**config.mk**
```make
export PLATFORM = sky130hd
export DESIGN_NAME = tcr_regs
export DESIGN_NICKNAME = d
export VERILOG_FILES = /design/src/rtl/tcr_pkg.sv /design/src/rtl/tcr_busy_timer.sv /design/src/rtl/tcr_regs.sv
export VERILOG_INCLUDE_DIRS = /design/src /design/src/rtl
export SDC_FILE = /design/constraint.sdc
export NUM_CORES = 1
export LEC_CHECK = 0
export BUFFER_PORTS_ARGS = -buffer_cell sky130_fd_sc_hd__buf_2
export CAP_MARGIN = 20
export CORE_MARGIN = 3
export CORE_UTILIZATION = 61
export DETAILED_ROUTE_END_ITERATION = 10
export PLACE_DENSITY = 0.8
export SLEW_MARGIN = 20
export SYNTH_ARGS = -nofsm -noshare
export SYNTH_HDL_FRONTEND = slang
export SYNTH_SLANG_ARGS = --single-unit
```
**constraint.sdc**
```tcl
create_clock -name sys_clk -period 10.3 [get_ports sys_clk]
set_input_delay 2.06 -clock sys_clk [delete_from_list [all_inputs] [get_ports sys_clk]]
set_output_delay 2.06 -clock sys_clk [all_outputs]
set_load 0.02 [all_outputs]
```
**src/rtl/tcr_params.svh**
```systemverilog
/*
 * Offsets, reset values, command codes and busy times of the touch
 * controller command and output register bank.
 * Assumes it is included by bare name wherever these values are needed.
 */
`ifndef TCR_PARAMS_SVH
`define TCR_PARAMS_SVH

// register offsets on the serial port
`define TCR_OFS_LEVEL_READBACK 8'h00
`define TCR_OFS_LEVEL_WRITE    8'h04
`define TCR_OFS_TOUCH_EN       8'h07
`define TCR_OFS_PIN_EN         8'h08
`define TCR_OFS_STRONG         8'h11
`define TCR_OFS_TOUCH_STATE    8'h88
`define TCR_OFS_COMMAND        8'hA0

// reset values
`define TCR_RST_OUT_REGS       8'h03
`define TCR_RST_COMMAND        8'h00

// command codes
`define TCR_CMD_FW_REV         8'h00
`define TCR_CMD_STORE          8'h01
`define TCR_CMD_FACTORY        8'h02
`define TCR_CMD_WRITE_DEF      8'h03
`define TCR_CMD_READ_DEF       8'h04
`define TCR_CMD_READ_RAM       8'h05
`define TCR_CMD_RECONFIG       8'h06
`define TCR_CMD_NORMAL         8'h07
`define TCR_CMD_SETUP          8'h08
`define TCR_CMD_SCAN_START     8'h09
`define TCR_CMD_SCAN_STOP      8'h0A
`define TCR_CMD_SCAN_STATUS    8'h0B

// busy times after acknowledge, in ms
`define TCR_BUSY_NVM_MS        8'd120
`define TCR_BUSY_SHORT_MS      8'd5
`define TCR_BUSY_SCAN_MS       8'd10
`define TCR_BUSY_NONE_MS       8'd0

// system clock rate and derived cycles per ms
`define TCR_CLK_HZ             100000000
`define TCR_MS_CYCLES          (`TCR_CLK_HZ / 1000)

`endif

```
**src/rtl/tcr_pkg.sv**
```systemverilog
/*
 * Types of the touch controller register bank.
 * Assumes nothing of its surroundings.
 */
package tcr_pkg;

	// serial slave phases
	typedef enum logic [2:0] {
		TCR_IDLE,
		TCR_ADDR,
		TCR_ACK_ADDR,
		TCR_WRITE,
		TCR_ACK_WRITE,
		TCR_READ,
		TCR_ACK_READ
	} tcr_state_t;

endpackage

```
**src/rtl/tcr_busy_timer.sv**
```systemverilog
/*
 * Busy interval timer: counts whole milliseconds after a start pulse.
 * Assumes start comes as a one-cycle pulse on sys_clk.
 */
`timescale 1ns/1ns
`include "tcr_params.svh"

module tcr_busy_timer #(
	parameter int MS_CYCLES = `TCR_MS_CYCLES
) (
	input  wire logic       sys_clk,
	input  wire logic       sys_rst,
	input  wire logic       start,
	input  wire logic [7:0] start_ms,
	output logic            busy
);

	logic [31:0] div_cnt;
	logic        ms_tick;
	logic [7:0]  ms_left;

	generate
		if (MS_CYCLES < 1) begin : g_bad
			$error("MS_CYCLES must be at least 1");
		end
	endgenerate

	// ms enable divider, restarted so every interval is whole
	always_ff @(posedge sys_clk or posedge sys_rst) begin
		if (sys_rst) begin
			div_cnt <= 32'h0;
			ms_tick <= 1'b0;
		end else if (start || div_cnt == 32'(MS_CYCLES - 1)) begin
			div_cnt <= 32'h0;
			ms_tick <= !start;
		end else begin
			div_cnt <= div_cnt + 32'h1;
			ms_tick <= 1'b0;
		end
	end

	// remaining ms; zero means accessible
	always_ff @(posedge sys_clk or posedge sys_rst) begin
		if (sys_rst) begin
			ms_left <= 8'h0;
		end else if (start) begin
			ms_left <= start_ms;
		end else if (ms_tick && ms_left != 8'h0) begin
			ms_left <= ms_left - 8'h1;
		end
	end

	assign busy = (ms_left != 8'h0);

endmodule

```
**src/rtl/tcr_regs.sv**
```systemverilog
/*
 * Command and output register bank of a touch button controller, with its
 * serial (two-wire) slave port, command decoder and output pin control.
 * Assumes scl and sda inputs synchronous to sys_clk and many clocks per bit;
 * the sensing core and nonvolatile store sit outside.
 */
//
// Contract
// RULE_01: host writes command byte to command register; code 00 gives firmware revision.
// RULE_02: code 01 saves configuration to store, then 120 ms inaccessible.
// RULE_03: codes 02 and 03 restore factory or write defaults, 120 ms inaccessible.
// RULE_04: code 04 loads defaults from store, then 5 ms inaccessible.
// RULE_05: code 05 reads working configuration, then 5 ms inaccessible.
// RULE_06: code 07 enters normal mode; code 06 reconfigures, setup mode only, 5 ms.
// RULE_07: code 08 enters setup mode, any mode, no busy time.
// RULE_08: 09 starts scan 10 ms, 0A stops 5 ms, 0B reports scan state.
// RULE_09: register 00h reads actual level of each output pin.
// RULE_10: register 04h sets pin levels except pins driven by logic operation.
// RULE_11: register 07h enables touch inputs, one bit each, reset enabled.
// RULE_12: host sets touch enables before thresholds and current source settings.
// RULE_13: register 08h enables outputs; disabled outputs float.
// RULE_14: host sets strong drive whenever it enables an output.
// RULE_15: register 11h selects strong drive, effective only on enabled outputs.
// RULE_16: registers 07h, 08h, 11h take writes only in setup mode.
// RULE_17: all other registers are writable in both modes.
// RULE_18: while busy the device does not acknowledge its address.
`timescale 1ns/1ns
`include "tcr_params.svh"

module tcr_regs #(
	parameter int         NUM_PINS  = 2,
	parameter logic [6:0] DEV_ADDR  = 7'h37,  // arbitrary neutral default
	parameter logic [7:0] FW_REV    = 8'h10,  // arbitrary neutral value
	parameter int         MS_CYCLES = `TCR_MS_CYCLES
) (
	input  wire logic                sys_clk,
	input  wire logic                sys_rst,
	input  wire logic                scl,
	input  wire logic                sda_in,
	output logic                     sda_out,
	output logic                     sda_oe,
	input  wire logic [NUM_PINS-1:0] pin_level_bits,
	input  wire logic [NUM_PINS-1:0] logic_combine_select,
	input  wire logic [NUM_PINS-1:0] logic_combine_value,
	input  wire logic [7:0]          touch_state,
	output logic [NUM_PINS-1:0]      digital_output_bits,
	output logic [NUM_PINS-1:0]      output_pin_enable_alias,
	output logic [NUM_PINS-1:0]      drive_strength_bits,
	output logic [NUM_PINS-1:0]      touch_enable,
	output logic                     setup_mode,
	output logic                     scan_running,
	output logic                     store_req,
	output logic [7:0]               store_op,
	output logic                     busy
);

	tcr_pkg::tcr_state_t state;
	logic [7:0]          shift;
	logic [3:0]          bit_cnt;
	logic [7:0]          ptr;
	logic                ptr_phase;
	logic                read_dir;
	logic                scl_q;
	logic                sda_q;
	logic                scl_d;
	logic                sda_d;
	logic                scl_rise;
	logic                scl_fall;
	logic                start_cond;
	logic                stop_cond;
	logic                wr_en;
	logic                cmd_en;
	logic [7:0]          output_level_write;
	logic [7:0]          touch_input_enable;
	logic [7:0]          output_pin_enable;
	logic [7:0]          output_strong_drive;
	logic [7:0]          reply;
	logic                busy_start;
	logic [7:0]          busy_ms;
	logic [7:0]          rd_word;

	generate
		if (NUM_PINS < 1 || NUM_PINS > 8) begin : g_bad
			$error("NUM_PINS must be 1 to 8");
		end
	endgenerate
	// registers only setup mode may change
	function automatic logic setup_only(input logic [7:0] addr);
		return addr == `TCR_OFS_TOUCH_EN || addr == `TCR_OFS_PIN_EN || addr == `TCR_OFS_STRONG;
	endfunction
	// read mux; write-only registers read their held value
	function automatic logic [7:0] read_value(input logic [7:0] addr);
		logic [7:0] v;
		v = 8'h00;
		case (addr)
			// RULE_09: pin level readback
			`TCR_OFS_LEVEL_READBACK: v = 8'(pin_level_bits);
			`TCR_OFS_LEVEL_WRITE:    v = output_level_write;
			`TCR_OFS_TOUCH_EN:       v = touch_input_enable;
			`TCR_OFS_PIN_EN:         v = output_pin_enable;
			`TCR_OFS_STRONG:         v = output_strong_drive;
			`TCR_OFS_TOUCH_STATE:    v = touch_state;
			`TCR_OFS_COMMAND:        v = reply;
			default:                 v = 8'h00;
		endcase
		return v;
	endfunction
	// word at the pointer; a function result cannot be bit-selected directly
	always_comb rd_word = read_value(ptr);

	// two register stages; inputs are already synchronous
	always_ff @(posedge sys_clk or posedge sys_rst) begin
		if (sys_rst) begin
			{scl_d, sda_d, scl_q, sda_q} <= 4'hF;
		end else begin
			{scl_d, sda_d, scl_q, sda_q} <= {scl_q, sda_q, scl, sda_in};
		end
	end

	assign scl_rise   = scl_q && !scl_d;
	assign scl_fall   = !scl_q && scl_d;
	assign start_cond = scl_q && scl_d && !sda_q && sda_d;
	assign stop_cond  = scl_q && scl_d && sda_q && !sda_d;
	assign sda_out    = 1'b0; // open drain: only the enable moves
	// data byte taken at end of its acknowledge
	assign wr_en  = state == tcr_pkg::TCR_ACK_WRITE && scl_fall && !ptr_phase && !busy;
	assign cmd_en = wr_en && ptr == `TCR_OFS_COMMAND;
	// serial slave sequencer; sda driven low only, open drain
	always_ff @(posedge sys_clk or posedge sys_rst) begin
		if (sys_rst) begin
			state     <= tcr_pkg::TCR_IDLE;
			shift     <= 8'h00;
			bit_cnt   <= 4'h0;
			ptr       <= 8'h00;
			ptr_phase <= 1'b0;
			read_dir  <= 1'b0;
			sda_oe    <= 1'b0;
		end else if (stop_cond) begin
			state  <= tcr_pkg::TCR_IDLE;
			sda_oe <= 1'b0;
		end else if (start_cond) begin
			state   <= tcr_pkg::TCR_ADDR;
			bit_cnt <= 4'h0;
			sda_oe  <= 1'b0;
		end else begin
			case (state)
				tcr_pkg::TCR_ADDR, tcr_pkg::TCR_WRITE: begin
					if (scl_rise) begin
						shift   <= {shift[6:0], sda_q};
						bit_cnt <= bit_cnt + 4'h1;
					end else if (scl_fall && bit_cnt == 4'h8) begin
						if (state == tcr_pkg::TCR_WRITE) begin
							state  <= tcr_pkg::TCR_ACK_WRITE;
							sda_oe <= 1'b1;
						// RULE_18: no acknowledge while busy
						end else if (shift[7:1] == DEV_ADDR && !busy) begin
							state    <= tcr_pkg::TCR_ACK_ADDR;
							read_dir <= shift[0];
							sda_oe   <= 1'b1;
						end else
							state <= tcr_pkg::TCR_IDLE;
					end
				end
				tcr_pkg::TCR_ACK_ADDR: begin
					if (scl_fall) begin
						bit_cnt <= 4'h0;
						if (read_dir) begin
							state  <= tcr_pkg::TCR_READ;
							shift  <= rd_word;
							ptr    <= ptr + 8'h1;
							sda_oe <= !rd_word[7];
						end else begin
							state     <= tcr_pkg::TCR_WRITE;
							ptr_phase <= 1'b1;
							sda_oe    <= 1'b0;
						end
					end
				end
				tcr_pkg::TCR_ACK_WRITE: begin
					if (scl_fall) begin
						state     <= tcr_pkg::TCR_WRITE;
						bit_cnt   <= 4'h0;
						sda_oe    <= 1'b0;
						ptr_phase <= 1'b0;
						ptr       <= ptr_phase ? shift : ptr + 8'h1; // first byte is the pointer
					end
				end
				tcr_pkg::TCR_READ: begin
					if (scl_fall) begin
						if (bit_cnt == 4'h7) begin
							state  <= tcr_pkg::TCR_ACK_READ;
							sda_oe <= 1'b0;
						end else begin
							bit_cnt <= bit_cnt + 4'h1;
							shift   <= {shift[6:0], 1'b0};
							sda_oe  <= !shift[6];
						end
					end
				end
				tcr_pkg::TCR_ACK_READ: begin
					if (scl_rise) begin
						read_dir <= !sda_q; // master ack keeps reading
					end else if (scl_fall) begin
						bit_cnt <= 4'h0;
						if (read_dir) begin
							state  <= tcr_pkg::TCR_READ;
							shift  <= rd_word;
							ptr    <= ptr + 8'h1;
							sda_oe <= !rd_word[7];
						end else
							state <= tcr_pkg::TCR_IDLE;
					end
				end
				default: state <= tcr_pkg::TCR_IDLE;
			endcase
		end
	end

	// mode and scan flags
	always_ff @(posedge sys_clk or posedge sys_rst) begin
		if (sys_rst) begin
			setup_mode   <= 1'b0;
			scan_running <= 1'b1;
		end else if (cmd_en) begin
			case (shift)
				// RULE_06: back to normal mode
				`TCR_CMD_NORMAL:     setup_mode <= 1'b0;
				// RULE_07: setup mode from either mode
				`TCR_CMD_SETUP:      setup_mode <= 1'b1;
				// RULE_08: scan start and stop
				`TCR_CMD_SCAN_START: scan_running <= 1'b1;
				`TCR_CMD_SCAN_STOP:  scan_running <= 1'b0;
				// RULE_06: reconfigure returns to power-on mode
				`TCR_CMD_RECONFIG:   if (setup_mode) setup_mode <= 1'b0;
				default:             scan_running <= scan_running;
			endcase
		end
	end

	// busy time per command, counted from end of acknowledge
	always_comb begin
		busy_start = cmd_en;
		busy_ms    = `TCR_BUSY_NONE_MS;
		case (shift)
			// RULE_02 RULE_03: store-class commands, 120 ms
			`TCR_CMD_STORE, `TCR_CMD_FACTORY, `TCR_CMD_WRITE_DEF: busy_ms = `TCR_BUSY_NVM_MS;
			// RULE_04 RULE_05 RULE_08: loads and scan stop, 5 ms
			`TCR_CMD_READ_DEF, `TCR_CMD_READ_RAM, `TCR_CMD_SCAN_STOP: busy_ms = `TCR_BUSY_SHORT_MS;
			// RULE_06: reconfigure busy only when executed
			`TCR_CMD_RECONFIG: busy_ms = setup_mode ? `TCR_BUSY_SHORT_MS : `TCR_BUSY_NONE_MS;
			// RULE_08: scan start, 10 ms
			`TCR_CMD_SCAN_START: busy_ms = `TCR_BUSY_SCAN_MS;
			default: busy_ms = `TCR_BUSY_NONE_MS;
		endcase
	end

	// command reply and store requests
	always_ff @(posedge sys_clk or posedge sys_rst) begin
		if (sys_rst) begin
			reply     <= `TCR_RST_COMMAND;
			store_req <= 1'b0;
			store_op  <= `TCR_RST_COMMAND;
		end else begin
			store_req <= 1'b0;
			if (cmd_en) begin
				// RULE_01: revision returned at once
				if (shift == `TCR_CMD_FW_REV) begin
					reply <= FW_REV;
				end else if (shift == `TCR_CMD_SCAN_STATUS) begin
					reply <= {7'h00, scan_running};
				end
				// store traffic only for 01..05 and 06 in setup mode
				if ((shift >= `TCR_CMD_STORE && shift <= `TCR_CMD_READ_RAM) ||
				    (shift == `TCR_CMD_RECONFIG && setup_mode)) begin
					store_req <= 1'b1;
					store_op  <= shift;
				end
			end
		end
	end

	// output and enable registers
	always_ff @(posedge sys_clk or posedge sys_rst) begin
		if (sys_rst) begin
			output_level_write  <= `TCR_RST_OUT_REGS;
			touch_input_enable  <= `TCR_RST_OUT_REGS;
			output_pin_enable   <= `TCR_RST_OUT_REGS;
			output_strong_drive <= `TCR_RST_OUT_REGS;
		end else if (cmd_en && (shift == `TCR_CMD_FACTORY || (shift == `TCR_CMD_RECONFIG && setup_mode))) begin
			// restore defaults locally; the store refills the rest
			touch_input_enable  <= `TCR_RST_OUT_REGS;
			output_pin_enable   <= `TCR_RST_OUT_REGS;
			output_strong_drive <= `TCR_RST_OUT_REGS;
			output_level_write  <= `TCR_RST_OUT_REGS;
		// RULE_16: setup-only writes gated by mode
		// RULE_17: other registers writable in any mode
		end else if (wr_en && (!setup_only(ptr) || setup_mode)) begin
			case (ptr)
				`TCR_OFS_LEVEL_WRITE: output_level_write  <= shift;
				// RULE_11: touch input enables
				`TCR_OFS_TOUCH_EN:    touch_input_enable  <= shift;
				`TCR_OFS_PIN_EN:      output_pin_enable   <= shift;
				`TCR_OFS_STRONG:      output_strong_drive <= shift;
				default:              output_level_write  <= output_level_write;
			endcase
		end
	end

	// pin drive, registered per pin
	genvar gi;
	generate
		for (gi = 0; gi < NUM_PINS; gi = gi + 1) begin : g_pin
			always_ff @(posedge sys_clk or posedge sys_rst) begin
				if (sys_rst) begin
					digital_output_bits[gi]     <= 1'b1;
					output_pin_enable_alias[gi] <= 1'b1;
					drive_strength_bits[gi]     <= 1'b1;
					touch_enable[gi]            <= 1'b1;
				end else begin
					// RULE_10: logic-operation pins ignore port writes
					digital_output_bits[gi]     <= logic_combine_select[gi] ? logic_combine_value[gi]
					                                                       : output_level_write[gi];
					// RULE_13: disabled output floats
					output_pin_enable_alias[gi] <= output_pin_enable[gi];
					// RULE_15: strong drive only on enabled output
					drive_strength_bits[gi]     <= output_strong_drive[gi] && output_pin_enable[gi];
					touch_enable[gi]            <= touch_input_enable[gi];
				end
			end
		end
	endgenerate

	// busy interval timer, started only by timed commands
	tcr_busy_timer #(.MS_CYCLES(MS_CYCLES)) u_busy (.sys_clk(sys_clk), .sys_rst(sys_rst), .busy(busy),
		.start(busy_start && busy_ms != `TCR_BUSY_NONE_MS), .start_ms(busy_ms));

endmodule

```
==> Flow_metrics.wiki <==
{| class="wikitable"
! Metric !! Value
|-
| CORE AREA || 10,560 sq um
|-
| Clock Path Buffers || 2
|-
| Residual overflow from global routing || 0
|-
| Kind of launch point of the worst setup path || flop
|-
| Switching power of the nets || 344.8 uW
|-
| Register clock-pin slew on the reported worst setup and hold paths || 0.06 ns
|-
| CP Data Arrival Time || 1.97 ns
|-
| First-pass detailed-route iteration total || 6
|-
| Layout Skew || 0.008757 ns
|-
| Post-CTS setup repair buffer count || 0
|-
| Share of layout cells above drive strength 1 || 0.1784
|-
| Crit path required time || 8.24 ns
|-
| ANT nets after route || 0
|-
| Kind of end point of the critical path || output port
|-
| Horizontal die dimension || 111.2 um
|-
| EDFF count, synth || 0
|-
| Worst setup slack after layout || 6.266 ns
|-
| Maximum clock frequency || 247.9 MHz
|-
| Final-report setup violation count || 0
|-
| Most common cell after layout, fill and taps aside || dfrtp_1
|-
| Yosys Warn Count || 0
|-
| Leakage Power || 0.003308 uW
|-
| Cell Area, Synth || 6750 sq um
|-
| Largest fanout of any net on the critical path || 5
|-
| Fraction of power consumed by combinational cells || 0.069
|-
| Maximum capacitance violations || 0
|-
| Number of buffers inserted during clock tree synthesis || 17
|-
| Crit. Startpoint || u_busy.ms_left[0]$_DFFE_PP0P_
|-
| Count of H-tree levels built during CTS || 4
|-
| Mapped Cells || 696
|-
| Fraction of power consumed by sequential logic || 0.478
|-
| Distinct cells, synth || 79
|-
| TritonCTS clock tree || done
|-
| All-Layer GR Usage || 0.2746
|-
| Global-route wire length before repair || 27.71 mm
|-
| Total of buffers placed on input and output ports || 38
|-
| Switching share of power || 0.2847
|-
| ANT cells || 0
|-
| Antenna violations before repair || 0
|-
| Fin. max-slew vios || 0
|-
| Iter 0 DRT Violations || 613
|-
| Final Cycle Share || 0.3916
|-
| Placement row count || 37
|-
| Nets in the synthesized netlist || 722
|-
| Crit Reg-Reg Endpoint || u_busy.div_cnt[10]$_DFF_PP0_
|-
| Share of power burned in the clock network || 0.453
|-
| Total number of nets in the final design || 736
|-
| Maximum number of pins on one net before global-route repair || 82
|-
| Leading cell types by total area after synthesis || dfrtp_1, dfstp_2, nor2_1
|-
| Area share of the largest cell type after synthesis || 0.3818
|-
| CTS sink count || 124
|-
| Number of failing hold endpoints at the final stage || 0
|-
| Unrepaired setup endpoints after global routing || no
|-
| Pre-CTS WS || 6.663 ns
|-
| Synthesis-stage register bit count || 124
|-
| Starting density of the core || 0.6395
|-
| Termination of the worst setup path || busy
|-
| Via density per instance || 6.531
|-
| Detailed Place HPWL || 11.13 mm
|-
| Area of the die || 12,360 sq um
|-
| Internal power contribution || 866.3 uW
|-
| Worst reg2reg setup slack || 7.34 ns
|-
| Commonest cells after routing, fill and taps aside || dfrtp_1, nor2_1, nand2_1
|-
| Wirelength, routed || 16.57 mm
|-
| IR drop worst, VDD || 0.1517 mV
|-
| Yosys top cell by area || dfrtp_1
|-
| Post-route DRC || 0
|-
| Per-cell routed wire length || 19.29 um
|-
| Transition at the pin with the smallest max-transition slack || 0.9016 ns
|-
| Via count of the first global-routing pass || 5,506
|-
| Gp weighted congestion || 0.9185
|-
| Start-to-end type of the worst setup path || reg -> out
|-
| Setup tns final || 0 ns
|-
| Post-cts resize count || 0
|-
| IO Count || 40
|-
| Outcome || finished, final reports clean
|-
| FILL cells || 809
|-
| Sequential cell area fraction in the yosys report || 0.4636
|-
| Area overhead of the layout relative to synthesis || 11.08%
|-
| Reg-to-Reg Start || ptr[0]$_DFFE_PP0P_
|-
| Power Dens Cells || 161.5 nW/um^2
|-
| Async set or reset register ratio after synthesis || 1.000
|-
| Number of cells on the worst reg-to-reg path || 7
|-
| Cts-stage hold buffer count || 0
|-
| Dominant register cell in the synthesized netlist || dfrtp_1
|-
| Max-slew headroom || 0.3934
|-
| Skew-Pair Late Insertion Delay || 0.54 ns
|-
| Final Critical Period || 4.034 ns
|-
| Height of the die || 111.2 um
|-
| Hold Path Class || reg -> reg
|-
| Synthesized area divided by synthesized cell count || 9.699 sq um
|-
| CTS Root Buffer Type || clkbuf_8
|-
| Number of vias after detailed routing || 5,610
|}
[power groups by stage]
stage	Combinational [uW]	Clock [uW]	Sequential [uW]
floorplan	113	0	521
global placement	78.8	0	583
detailed placement	82.0	0	584
CTS	82.8	553	576
global route	96.1	581	581
finish	83.2	549	579
[worst min path at each step]
stage | cells past startpoint | end | startpoint
2_1_floorplan | 0 | scl_d$_DFF_PP1_ | scl_q$_DFF_PP1_
4_1_cts | 0 | touch_enable[1]$_DFF_PP1_ | touch_input_enable[1]$_DFFE_PP1P_
3_3_place_gp | 0 | touch_enable[1]$_DFF_PP1_ | touch_input_enable[1]$_DFFE_PP1P_
6_report | 0 | touch_enable[1]$_DFF_PP1_ | touch_input_enable[1]$_DFFE_PP1P_
3_5_place_dp | 0 | touch_enable[1]$_DFF_PP1_ | touch_input_enable[1]$_DFFE_PP1P_
5_1_grt | 0 | touch_enable[1]$_DFF_PP1_ | touch_input_enable[1]$_DFFE_PP1P_
[critical path, cell delays in order, from the launching register on]
cell and delay (ns):
dfrtp_1 0.41, inv_1 0.10, ha_1 0.14, nor4b_2 0.37, nand2_1 0.21, buf_2 0.21
[logic make-up (layout without fill, tap and decap cells)]
kind of cell,Yosys count,in the layout,share of synthesized area
adder cells (fa/ha/maj),8,8,0.01483
XOR/XNOR,32,32,0.04152
multiplexers,29,29,0.04541
AND/OR/NAND/NOR,287,287,0.2321
AO/OA/AOI/OAI,151,151,0.1627
other,1,1,0.0005555
buffers and inverters,64,91,0.03929
flip-flops,124,124,0.4636
[per-stage QoR]
step	utilization	std cells	hold WS, ns	instance area, sq um	total power (uW)
final	0.7104	859	0.3797	7498	1211
after global routing	0.7104	859	0.3817	7498	1258
after CTS	0.7089	859	0.3769	7482	1212
after detailed placement	0.6566	827	0.3638	6930	665.9
after global placement	0.6566	827	0.3700	6930	661.6
after floorplan	-	696	0.3533	6750	633.4
[registers in the layout, indices dropped and copies added, names as in the netlist, 8 cells and up]
name / cells
output_level_write: 8
output_pin_enable: 8
output_strong_drive: 8
ptr: 8
shift: 8
store_op: 8
touch_input_enable: 8
u_busy.div_cnt: 32
u_busy.ms_left: 8
[cell usage after synthesis (3+ instances only)]
master,number
nor4_2,3
a22o_1,26
o31ai_1,6
o41ai_1,3
a221oi_1,6
xor2_1,20
nand3_1,34
inv_1,20
nand2b_1,6
nor3b_1,5
o211ai_1,7
nand3b_1,5
o22ai_1,4
and2_1,11
mux2i_1,16
or4_1,5
o21bai_1,4
o21ai_0,26
nor2b_1,8
nor2_1,67
and3b_1,3
a21oi_1,23
and3_1,12
o21a_1,6
nand4_1,13
dfstp_2,21
buf_2,8
nand2_1,54
xnor2_1,12
or2_2,5
a32o_1,4
and4_1,6
dfrtp_1,103
nor3_1,13
mux2_2,13
clkbuf_1,32
nor4_1,13
a31oi_1,4
or3_1,5
a22oi_1,4
ha_1,8
[cell type report]
| type | count | area, sq um | share of cell area |
|---|---|---|---|
| clock buffers | 19 | 431.7 | 0.05757 |
| well taps | 136 | 170.2 | 0.02269 |
| flip-flops and latches | 124 | 3129 | 0.4173 |
| clock inverters | 13 | 120.1 | 0.01602 |
| multi-input cells | 508 | 3368 | 0.4492 |
| inverters | 20 | 77.57 | 0.01035 |
| repair buffers | 39 | 201.4 | 0.02686 |
[metal layers]
layer,up-vias,GRT usage,part of all wire
li1,2584,-,-
met1,2736,0.3651,0.43
met2,258,0.4387,0.47
met3,32,0.05950,0.075
met4,0,0.1111,0.023
met5,-,0,0
No activity file was read; power rests on OpenSTA's default activity.
